**config.mk**
```make
export PLATFORM = sky130hd
export DESIGN_NAME = cdc_top
export DESIGN_NICKNAME = d
export VERILOG_FILES = /design/src/cdc_pkg.sv /design/src/cdc_top.sv
export SDC_FILE = /design/constraint.sdc
export NUM_CORES = 2
export LEC_CHECK = 0
export BUFFER_PORTS_ARGS = -buffer_cell sky130_fd_sc_hd__buf_2
export CORE_UTILIZATION = 51
export CTS_BUF_LIST = sky130_fd_sc_hd__clkbuf_4
export CTS_CLUSTER_DIAMETER = 80
export DETAILED_ROUTE_END_ITERATION = 10
export PLACE_DENSITY_LB_ADDON = 0.12
export SLEW_MARGIN = 20
export SYNTH_ARGS = -nofsm -noshare
export SYNTH_HDL_FRONTEND = slang
export SYNTH_SLANG_ARGS = --single-unit
```
**constraint.sdc**
```tcl
create_clock -name clk_sys -period 10.6 [get_ports clk_sys]
set_input_delay 1.59 -clock clk_sys [delete_from_list [all_inputs] [get_ports clk_sys]]
set_output_delay 1.59 -clock clk_sys [all_outputs]
set_load 0.03 [all_outputs]
```
**src/cdc_pkg.sv**
```systemverilog
package cdc_pkg;
  // -------------------------------------------------
  // register map
  // -------------------------------------------------
  localparam logic [3:0] REG_STATUS = 4'h0;
  localparam logic [3:0] REG_CONTROL = 4'h4;
  localparam logic [3:0] REG_SCALE = 4'h8;
  localparam int CTRL_FREEZE = 0;
  localparam int CTRL_RESTART = 1;
  localparam int CTRL_OFFCLR = 2;
  localparam logic CTRL_FREEZE_RESET = 1'h0;
  localparam int STAT_COUNT_LSB = 0;
  localparam int STAT_OFFSET_LSB = 8;
  localparam int STAT_HSRC_LSB = 16;
  localparam int STAT_VSRC_LSB = 18;
  localparam int STAT_AVG_BIT = 20;
  localparam int SCALE_V_LSB = 16;
  // -------------------------------------------------
  // selector positions and pin codes
  // -------------------------------------------------
  localparam logic [4:0] H_STAIR_POS = 5'h00;
  localparam logic [4:0] H_CTRL_LAST = 5'h06;
  localparam logic [4:0] H_DRAIN_LAST = 5'h13;
  localparam logic [4:0] V_STAIR_POS = 5'h00;
  localparam logic [1:0] CAL_FULL = 2'h1;
  localparam logic [1:0] CAL_ZERO = 2'h2;
  localparam logic [2:0] ACQ_X_ENV = 3'h0;
  localparam logic [2:0] ACQ_Y_ENV = 3'h1;
  localparam logic [2:0] ACQ_PLAIN = 3'h2;
  localparam logic [2:0] ACQ_AVG4 = 3'h3;
  localparam logic [2:0] ACQ_AVG32 = 3'h4;
  localparam logic [2:0] MAG_OFF = 3'h0;
  localparam logic [2:0] MAG_Y_TEN = 3'h1;
  localparam logic [2:0] MAG_Y_UNITY = 3'h2;
  localparam logic [2:0] MAG_X_UNITY = 3'h3;
  localparam logic [2:0] MAG_X_TEN = 3'h4;
  localparam logic [1:0] MODE_LIVE = 2'h0;
  localparam logic [1:0] MODE_STORE = 2'h1;
  localparam logic [1:0] MODE_VIEW = 2'h2;
  // -------------------------------------------------
  // scales and counts
  // -------------------------------------------------
  localparam logic [1:0] H_START_PHASE = 2'h2;
  localparam logic signed [5:0] H_START_EXP = -6'sd2;
  localparam logic [1:0] V_START_PHASE = 2'h0;
  localparam logic signed [5:0] V_START_EXP = -6'sd6;
  localparam logic signed [5:0] LEAK_EXP_SHIFT = 6'sd3;
  localparam logic signed [15:0] COUNTS_PER_DIV = 16'sh0064;
  localparam logic signed [15:0] HALF_DIV = 16'sh0032;
  localparam logic signed [15:0] CAL_ORIGIN = -16'sh01F4;
  localparam logic signed [15:0] CAL_DIVS = 16'sh000A;
  localparam logic signed [5:0] OFFSET_LIMIT = 6'sh14;
  localparam logic [5:0] AVG4_COUNT = 6'h04;
  localparam logic [5:0] AVG32_COUNT = 6'h20;
  localparam logic [5:0] COUNT_MAX = 6'h3F;
  localparam int POINTS = 32;
  localparam int SAMPLE_W = 11;

  typedef enum logic [1:0] {HSRC_STAIR, HSRC_CONTROL, HSRC_DRAIN} cdc_hsrc_type;
  typedef enum logic [1:0] {VSRC_STAIR, VSRC_DRAIN, VSRC_EMITTER} cdc_vsrc_type;

  typedef struct packed {
    logic [4:0] hSel;
    logic [4:0] vSel;
    logic [1:0] calSel;
    logic [2:0] acqSel;
    logic [2:0] magSel;
    logic [1:0] dispMode;
    logic invertOn;
    logic leakPositive;
    logic leakNegative;
    logic cfgEmitter;
    logic offsetUpKey;
    logic offsetDownKey;
  } cdc_pins_type;

  typedef struct packed {
    logic signed [SAMPLE_W-1:0] x;
    logic signed [SAMPLE_W-1:0] y;
    logic signed [SAMPLE_W-1:0] lo;
    logic signed [SAMPLE_W-1:0] hi;
  } cdc_point_type;
endpackage

```
**src/cdc_top.sv**
```systemverilog
`timescale 1ns/100ps
module cdc_top
(
  input wire logic clk_sys,
  input wire logic rst_b,
  input wire logic [4:0] hSel,
  input wire logic [4:0] vSel,
  input wire logic [1:0] calSel,
  input wire logic [2:0] acquisitionSelect,
  input wire logic [2:0] magnifySelect,
  input wire logic [1:0] dispMode,
  input wire logic invertOn,
  input wire logic leakPositive,
  input wire logic leakNegative,
  input wire logic cfgEmitter,
  input wire logic offsetUpKey,
  input wire logic offsetDownKey,
  input wire logic sampleValid,
  input wire logic [4:0] sampleIdx,
  input wire logic signed [cdc_pkg::SAMPLE_W-1:0] sampleX,
  input wire logic signed [cdc_pkg::SAMPLE_W-1:0] sampleY,
  input wire logic sweepEnd,
  input wire logic [3:0] avs_address,
  input wire logic avs_read,
  input wire logic avs_write,
  input wire logic [31:0] avs_writedata,
  input wire logic [3:0] avs_byteenable,
  output logic [31:0] avs_readdata,
  output logic avs_waitrequest,
  output logic lampDrainH,
  output logic lampControlH,
  output logic lampStaircaseH,
  output logic lampDrainV,
  output logic lampStaircaseV,
  output logic lampEmitter,
  output logic lampInvert,
  output logic hMeasureBase,
  output logic hMeasureEmitter,
  output logic hReadoutOn,
  output logic hCursorReadoutOn,
  output logic vReadoutOn,
  output logic vCursorReadoutOn,
  output logic [2:0] hScaleMant,
  output logic signed [5:0] hScaleExp,
  output logic [2:0] vScaleMant,
  output logic signed [5:0] vScaleExp,
  output logic avgCountShow,
  output logic [5:0] avgCount,
  output logic dispValid,
  output logic signed [15:0] dispX,
  output logic signed [15:0] dispY,
  output logic envXAxis,
  output logic envYAxis,
  output logic signed [15:0] envLo,
  output logic signed [15:0] envHi
);
  import cdc_pkg::*;

  typedef struct packed {
    cdc_pins_type s1;
    cdc_pins_type s2;
    cdc_pins_type s3;
    cdc_pins_type pin;
    logic [23:0] lastSet;
    logic prevUp;
    logic prevDown;
    logic signed [5:0] offset;
    logic [5:0] acqCount;
    logic freeze;
    logic ack;
    logic [31:0] rdata;
    logic outValid;
    logic signed [15:0] outX;
    logic signed [15:0] outY;
    logic signed [15:0] outLo;
    logic signed [15:0] outHi;
    logic [POINTS-1:0][$bits(cdc_point_type)-1:0] mem;
  } cdc_state_type;

  cdc_state_type s;
  cdc_state_type next_s;
  cdc_pins_type pinsRaw;
  cdc_pins_type p;
  cdc_hsrc_type hSource;
  cdc_vsrc_type vSource;
  logic [23:0] curSet;
  logic settingChange;
  logic upPress;
  logic downPress;
  logic bothKeys;
  logic magOff;
  logic storeMode;
  logic avgMode;
  logic [5:0] avgLimit;
  logic busWrite;
  logic busRead;
  logic ctrlRestart;
  logic ctrlOffClr;
  logic [8:0] hScale;
  logic [8:0] vScale;
  logic [4:0] hPos;

  // -------------------------------------------------
  // helpers
  // -------------------------------------------------
  function automatic logic [8:0] scale125(input logic [4:0] idx, input logic [1:0] ph0,
                                          input logic signed [5:0] e0);
    logic [5:0] tot;
    logic [5:0] dec;
    logic [2:0] mant;
    tot = {1'b0, idx} + {4'h0, ph0};
    dec = tot / 6'd3;
    unique case (tot % 6'd3)
      6'd0: mant = 3'h1;
      6'd1: mant = 3'h2;
      default: mant = 3'h5;
    endcase
    return {mant, 6'(e0 + $signed(dec))};
  endfunction

  function automatic logic [2:0] avgShift(input logic [5:0] cnt, input logic [5:0] lim);
    logic [5:0] n;
    n = (cnt + 6'h01 < lim) ? cnt + 6'h01 : lim;
    if (n >= 6'h20) return 3'h5;
    else if (n >= 6'h10) return 3'h4;
    else if (n >= 6'h08) return 3'h3;
    else if (n >= 6'h04) return 3'h2;
    else if (n >= 6'h02) return 3'h1;
    else return 3'h0;
  endfunction

  // mirror, magnify and shift one axis value
  function automatic logic signed [15:0] axisMap(input logic signed [SAMPLE_W-1:0] v,
                                                 input logic inv, input logic ten,
                                                 input logic unity, input logic signed [5:0] off);
    logic signed [15:0] t;
    logic signed [15:0] shift;
    t = inv ? -16'(v) : 16'(v);
    shift = 16'(off * HALF_DIV);
    if (ten)
      t = 16'(t * 16'sh000A) + shift;
    else if (unity)
      t = t + shift;
    return t;
  endfunction

  // -------------------------------------------------
  // source and scale decode
  // -------------------------------------------------
  assign pinsRaw = {hSel, vSel, calSel, acquisitionSelect, magnifySelect, dispMode, invertOn,
                    leakPositive, leakNegative, cfgEmitter, offsetUpKey, offsetDownKey};
  assign p = s.pin;
  assign curSet = p[$bits(cdc_pins_type)-1:2];

  always_comb
  begin
    if (p.hSel == H_STAIR_POS)
      hSource = HSRC_STAIR;
    else if (p.hSel <= H_CTRL_LAST)
      hSource = HSRC_CONTROL;
    else
      hSource = HSRC_DRAIN;
    if (p.vSel == V_STAIR_POS)
      vSource = VSRC_STAIR;
    else if (p.leakPositive || p.leakNegative)
      vSource = VSRC_EMITTER;
    else
      vSource = VSRC_DRAIN;
  end

  // control range: position 1 is 50 mV, 6 is 2 V; drain: 19 is 50 mV, 7 is 500 V
  // positions past full clockwise hold the 50 mV step
  assign hPos = (p.hSel > H_DRAIN_LAST) ? H_DRAIN_LAST : p.hSel;
  assign hScale = (hSource == HSRC_DRAIN) ?
                  scale125(5'(H_DRAIN_LAST - hPos), H_START_PHASE, H_START_EXP) :
                  scale125(5'(p.hSel - 5'h01), H_START_PHASE, H_START_EXP);
  assign vScale = scale125(5'(p.vSel - 5'h01), V_START_PHASE, V_START_EXP);
  assign hScaleMant = hScale[8:6];
  assign hScaleExp = hScale[5:0];
  assign vScaleMant = vScale[8:6];
  assign vScaleExp = (vSource == VSRC_EMITTER) ? vScale[5:0] - LEAK_EXP_SHIFT : vScale[5:0];

  assign lampDrainH = (hSource == HSRC_DRAIN);
  assign lampControlH = (hSource == HSRC_CONTROL);
  assign lampStaircaseH = (hSource == HSRC_STAIR);
  assign hReadoutOn = (hSource != HSRC_STAIR);
  assign hCursorReadoutOn = (hSource != HSRC_STAIR);
  assign hMeasureBase = (hSource == HSRC_CONTROL) && !p.cfgEmitter;
  assign hMeasureEmitter = (hSource == HSRC_CONTROL) && p.cfgEmitter;
  assign lampDrainV = (vSource == VSRC_DRAIN);
  assign lampStaircaseV = (vSource == VSRC_STAIR);
  assign vReadoutOn = (vSource != VSRC_STAIR);
  assign vCursorReadoutOn = (vSource != VSRC_STAIR);
  assign lampEmitter = p.leakPositive || p.leakNegative;
  assign lampInvert = p.invertOn;

  // -------------------------------------------------
  // control terms
  // -------------------------------------------------
  assign settingChange = (curSet != s.lastSet);
  assign magOff = (p.magSel != MAG_X_UNITY) && (p.magSel != MAG_X_TEN) &&
                  (p.magSel != MAG_Y_UNITY) && (p.magSel != MAG_Y_TEN);
  assign bothKeys = p.offsetUpKey && p.offsetDownKey;
  assign upPress = p.offsetUpKey && !s.prevUp && !p.offsetDownKey;
  assign downPress = p.offsetDownKey && !s.prevDown && !p.offsetUpKey;
  assign storeMode = (p.dispMode == MODE_STORE);
  assign avgMode = (p.acqSel == ACQ_AVG4) || (p.acqSel == ACQ_AVG32);
  assign avgLimit = (p.acqSel == ACQ_AVG32) ? AVG32_COUNT : AVG4_COUNT;
  // writes land on the edge that sees waitrequest low
  assign busWrite = avs_write && s.ack;
  assign busRead = avs_read && !s.ack;
  assign ctrlRestart = busWrite && (avs_address == REG_CONTROL) && avs_byteenable[0] &&
                       avs_writedata[CTRL_RESTART];
  assign ctrlOffClr = busWrite && (avs_address == REG_CONTROL) && avs_byteenable[0] &&
                      avs_writedata[CTRL_OFFCLR];

  assign avs_waitrequest = (avs_read || avs_write) && !s.ack;
  assign avs_readdata = s.rdata;
  assign avgCountShow = storeMode && avgMode;
  assign avgCount = s.acqCount;
  assign dispValid = s.outValid;
  assign dispX = s.outX;
  assign dispY = s.outY;
  assign envLo = s.outLo;
  assign envHi = s.outHi;
  assign envXAxis = storeMode && (p.acqSel == ACQ_X_ENV);
  assign envYAxis = storeMode && (p.acqSel == ACQ_Y_ENV);

  // -------------------------------------------------
  // next state
  // -------------------------------------------------
  always_comb
  begin
    cdc_point_type w;
    logic first;
    logic [2:0] sh;
    logic xTen;
    logic xUni;
    logic yTen;
    logic yUni;
    logic mirror;
    logic signed [SAMPLE_W-1:0] srcX;
    logic signed [SAMPLE_W-1:0] srcY;
    logic signed [SAMPLE_W:0] dx;
    logic signed [SAMPLE_W:0] dy;
    w = '0;
    first = 1'b0;
    sh = 3'h0;
    xTen = 1'b0;
    xUni = 1'b0;
    yTen = 1'b0;
    yUni = 1'b0;
    mirror = 1'b0;
    srcX = sampleX;
    srcY = sampleY;
    dx = '0;
    dy = '0;
    next_s = s;
    // pin synchroniser, a change counts once stages two and three agree
    next_s.s1 = pinsRaw;
    next_s.s2 = s.s1;
    next_s.s3 = s.s2;
    next_s.pin = (s.s2 & ~(s.s2 ^ s.s3)) | (s.pin & (s.s2 ^ s.s3));
    next_s.lastSet = curSet;
    next_s.prevUp = p.offsetUpKey;
    next_s.prevDown = p.offsetDownKey;

    // offset keys
    if (ctrlOffClr)
      next_s.offset = '0;
    else if (!magOff)
    begin
      if (bothKeys)
        next_s.offset = '0;
      else if (upPress && s.offset < OFFSET_LIMIT)
        next_s.offset = s.offset + 6'sd1;
      else if (downPress && s.offset > -OFFSET_LIMIT)
        next_s.offset = s.offset - 6'sd1;
    end

    // stored acquisition
    first = (s.acqCount == 6'h00);
    sh = avgShift(s.acqCount, avgLimit);
    w = s.mem[sampleIdx];
    dx = (SAMPLE_W + 1)'(sampleX) - (SAMPLE_W + 1)'(w.x);
    dy = (SAMPLE_W + 1)'(sampleY) - (SAMPLE_W + 1)'(w.y);
    unique case (p.acqSel)
      ACQ_X_ENV, ACQ_Y_ENV:
      begin
        w.x = sampleX;
        w.y = sampleY;
        if (first)
        begin
          w.lo = (p.acqSel == ACQ_X_ENV) ? sampleX : sampleY;
          w.hi = w.lo;
        end
        else if (p.acqSel == ACQ_X_ENV)
        begin
          w.lo = (sampleX < w.lo) ? sampleX : w.lo;
          w.hi = (sampleX > w.hi) ? sampleX : w.hi;
        end
        else
        begin
          w.lo = (sampleY < w.lo) ? sampleY : w.lo;
          w.hi = (sampleY > w.hi) ? sampleY : w.hi;
        end
      end
      ACQ_AVG4, ACQ_AVG32:
      begin
        if (first)
        begin
          w.x = sampleX;
          w.y = sampleY;
        end
        else
        begin
          w.x = SAMPLE_W'(w.x + SAMPLE_W'(dx >>> sh));
          w.y = SAMPLE_W'(w.y + SAMPLE_W'(dy >>> sh));
        end
      end
      default:
      begin
        w.x = sampleX;
        w.y = sampleY;
      end
    endcase
    if (sampleValid && storeMode && !s.freeze)
      next_s.mem[sampleIdx] = w;
    if (storeMode)
    begin
      srcX = w.x;
      srcY = w.y;
    end

    if (settingChange || ctrlRestart)
      next_s.acqCount = '0;
    else if (sweepEnd && storeMode && !s.freeze)
    begin
      if (avgMode)
        next_s.acqCount = (s.acqCount < avgLimit) ? s.acqCount + 6'h01 : avgLimit;
      else if (s.acqCount != COUNT_MAX)
        next_s.acqCount = s.acqCount + 6'h01;
    end

    // display transform, none of it but calibration for cassette view
    if (p.dispMode != MODE_VIEW)
    begin
      mirror = p.invertOn;
      xTen = (p.magSel == MAG_X_TEN);
      yTen = (p.magSel == MAG_Y_TEN);
      xUni = (p.magSel == MAG_X_UNITY);
      yUni = (p.magSel == MAG_Y_UNITY);
    end
    next_s.outValid = sampleValid;
    if (sampleValid)
    begin
      next_s.outX = axisMap(srcX, mirror, xTen, xUni, s.offset);
      next_s.outY = axisMap(srcY, mirror, yTen, yUni, s.offset);
      next_s.outLo = axisMap(w.lo, mirror, (p.acqSel == ACQ_X_ENV) ? xTen : yTen,
                             (p.acqSel == ACQ_X_ENV) ? xUni : yUni, s.offset);
      next_s.outHi = axisMap(w.hi, mirror, (p.acqSel == ACQ_X_ENV) ? xTen : yTen,
                             (p.acqSel == ACQ_X_ENV) ? xUni : yUni, s.offset);
      if (p.calSel == CAL_FULL)
      begin
        next_s.outX = 16'(CAL_ORIGIN + 16'(CAL_DIVS * COUNTS_PER_DIV));
        next_s.outY = 16'(CAL_ORIGIN + 16'(CAL_DIVS * COUNTS_PER_DIV));
      end
      else if (p.calSel == CAL_ZERO)
      begin
        next_s.outX = CAL_ORIGIN;
        next_s.outY = CAL_ORIGIN;
      end
    end

    // -------------------------------------------------
    // avalon slave, one wait cycle per access
    // -------------------------------------------------
    next_s.ack = (avs_read || avs_write) && !s.ack;
    if (busWrite && avs_address == REG_CONTROL && avs_byteenable[0])
      next_s.freeze = avs_writedata[CTRL_FREEZE];
    if (busRead)
    begin
      next_s.rdata = '0;
      unique case (avs_address)
        REG_STATUS:
        begin
          next_s.rdata[STAT_COUNT_LSB +: 6] = s.acqCount;
          next_s.rdata[STAT_OFFSET_LSB +: 6] = s.offset;
          next_s.rdata[STAT_HSRC_LSB +: 2] = hSource;
          next_s.rdata[STAT_VSRC_LSB +: 2] = vSource;
          next_s.rdata[STAT_AVG_BIT] = avgCountShow;
        end
        REG_CONTROL: next_s.rdata[CTRL_FREEZE] = s.freeze;
        REG_SCALE:
        begin
          next_s.rdata[8:0] = hScale;
          next_s.rdata[SCALE_V_LSB +: 9] = {vScaleMant, vScaleExp};
        end
        default: next_s.rdata = '0;
      endcase
    end
  end

  always_ff @(posedge clk_sys or negedge rst_b)
  begin
    if (!rst_b)
    begin
      s <= '0;
      s.freeze <= CTRL_FREEZE_RESET;
    end
    else
      s <= next_s;
  end
endmodule

```
==> results.json <==
{
  "status": "finished, final reports clean",
  "design.die.area_mm2": 0.171,
  "cts_buffers": 439,
  "clk_path_buf_depth": 4,
  "grt.overflow.total": 0,
  "final_cells": 11500,
  "routabilityCongestion": 0.919,
  "critPathKind": "in -> reg",
  "dr.pass1.iters": 6,
  "clk_latency_ns": 1.43,
  "cpMostUsedCell": "ha_1",
  "dpl.cell_count": 10700,
  "ys_async_sr_fraction_pct": 100,
  "wl_mm": 271,
  "synth_fa_ha_area_share_pct": 5.95,
  "muxShareOfSynthArea_pct": 10.1,
  "total_power_mw": 23.8,
  "hold_class": "in -> async",
  "slew_headroom_pct": 20.1,
  "antenna_found_initial": 9,
  "antenna_left": 0,
  "worstPathRequired_ns": 11.85,
  "skew_ns": 0.148,
  "postCtsSetupRepairBufs": 0,
  "yosys.area_share.simple_pct": 11.7,
  "ys.flop_type": "dfrtp_1",
  "worstSetupEndpointType": "flop",
  "synth_edf_count": 0,
  "avgViaCountPerCell": 5.94,
  "row_count": 150,
  "nFillCells": 14800,
  "start_kind": "input pin",
  "grt_pass1_wl_mm": 411,
  "hpwl_mm": 170,
  "whs_ns": 0.190,
  "yosysSeqAreaShare_pct": 47.4,
  "synth_top_area_share_pct": 47.4,
  "p_leak_nw": 44.4,
  "vias": 68200,
  "crit_slowest_cell": "mux4_2",
  "first_global_vias": 66700,
  "fin_crit_sh_pct": 87.2,
  "htree_num_levels": 5,
  "ys_types": 126,
  "cp.arrival_ns": 10.49,
  "ioPinCount": 237,
  "core_mm2": 0.168,
  "cts-root-buf": "clkbuf_4",
  "finalSetupViolCount": 0,
  "yosysMostFrequentCell": "nand2_1",
  "syn2layout_area_growth_pct": 11.4,
  "yosysTopAreaCell": "dfrtp_1",
  "syn-cell-area_mm2": 0.0865,
  "seq_area_mm2": 0.0410,
  "synth_compound_area_share_pct": 16.9,
  "grt_setup_unrepaired": "no",
  "placed_cell_area_mm2": 0.0912,
  "drv_slew": 0,
  "synth_common_cells": "1661 x nand2_1, 1640 x dfrtp_1, 1585 x o21ai_0, 515 x clkbuf_1, 357 x ha_1",
  "synthXorXnorAreaFrac_pct": 2.90,
  "drt_iter0_drc": 6259,
  "path_clk_slew_ns": 0.06,
  "die-height_um": 414,
  "die_x_um": 414,
  "path_max_fanout": 35,
  "multiInputGateArea_mm2": 0.0418,
  "ys_seq_elements": 1640,
  "yosys-top-cells-area": "dfrtp_1 47%, o21ai_0 9.2%, mux4_2 7.6%",
  "irDropWorstVdd_mv": 0.329,
  "synth_cells": 8636,
  "final_util_pct": 57.5,
  "period_needed_ns": 9.24,
  "synth_top_family_by_area": "compound AO/OA/AOI/OAI gates",
  "crit_path_max_incr_delay_ns": 0.56,
  "syn_area_per_cell_um2": 10.0,
  "power_density_mw_per_mm2": 247,
  "cts_hold_buf": 0,
  "port_buffers": 195,
  "max_slew.worst_pin.slew_ns": 1.18,
  "ctsResizeCount": 0,
  "grt_max_degree": 189,
  "track_usage_pct": 31.9,
  "drc": 0,
  "cts.sinks": 1640,
  "maxCapViolations": 0,
  "max_freq_ghz": 0.108,
  "cts_tree": "done",
  "nets": 9459,
  "finalHoldViolCount": 0,
  "initial_core_util_pct": 51.6,
  "yosysWarningCount": 0,
  "finalInstanceArea_mm2": 0.0964,
  "wl_per_cell_um": 23.6,
  "layout-drive-gt1-share_pct": 19.4
}
[stage by stage]
step	TNS (ns)	setup WS, ns
after global routing	0	0.781
final	0	1.36
after floorplan	-0.104	-0.104
after CTS	0	1.59
after detailed placement	0	0.0795
after global placement	0	0.138
[routing by layer]
layer	vias up	track usage, %	wire length, um
met5	-	0	21
met4	4	11.6	9130
met3	533	5.66	19800
met1	33800	43.2	116000
li1	31400	-	-
met2	2481	51.4	127000
[cell type report]
cell class | instances | area share (%)
inverters | 181 | 0.709
clock buffers | 620 | 4.83
multi-input cells | 6055 | 43.4
clock inverters | 102 | 0.557
well taps | 2204 | 2.86
diodes | 13 | 0.0337
repair buffers | 665 | 5.06
flip-flops and latches | 1640 | 42.6
[cell usage in the layout, fill, tap and decap left out, drive strengths merged, types with 193 or more instances in the layout]
cell / count
a21oi: 246
mux4: 304
xnor2: 193
clkbuf: 620
nand2: 1661
dfrtp: 1640
nor2: 249
buf: 665
ha: 357
o21ai: 1592
[where the power goes]
group | leakage [nW] | switching, mW | internal [mW]
Combinational | 19.1 | 6.24 | 5.11
Sequential | 22.2 | 0.336 | 6.76
Clock | 3.12 | 2.60 | 2.78
[worst max-delay path: cells and delay by family]
kind	cells	cell delay, ns
AND/OR/NAND/NOR	9	1.54
AO/OA/AOI/OAI	13	3.31
multiplexers	1	0.56
buffers and inverters	5	1.54
XOR/XNOR	3	0.69
adder cells (fa/ha/maj)	4	1.19
[flip-flops by register name, summed over array words and instances, names as in the netlist, named ones only]
| signal | flops |
|---|---|
| s | 1468 |
| next_s | 52 |
| avs_readdata | 23 |
| dispX | 16 |
| dispY | 16 |
| envHi | 16 |
| envLo | 16 |
| avgCount | 6 |
| dispValid | 1 |
[path summary, 6_finish.rpt]
path / startpoint / endpoint / slack [ns] / cells past startpoint
hold reg to reg: next_s[1597] / next_s[1571] / 0.33 / 0
max in group asynchronous: rst_b / s[393] / 7.94 / 3
min in group clk_sys: leakNegative / next_s[1600] / 0.31 / 1
setup reg to reg: avgCount[4] / dispX[14] / 1.59 / 38
setup / recovery: sampleIdx[0] / envHi[14] / 1.36 / 35
hold / removal: rst_b / avs_readdata[16] / 0.19 / 1
[cells by family (layout without fill, tap and decap cells)]
family          after synthesis  after routing
compound gates             2512           2512
simple gates               2364           2364
flops                      1640           1640
buf+inv                     949           1568
mux                         485            485
fa+ha+maj                   404            404
xor+xnor                    281            281
other cells                   1             22
Power figures use the tool's default switching activity.
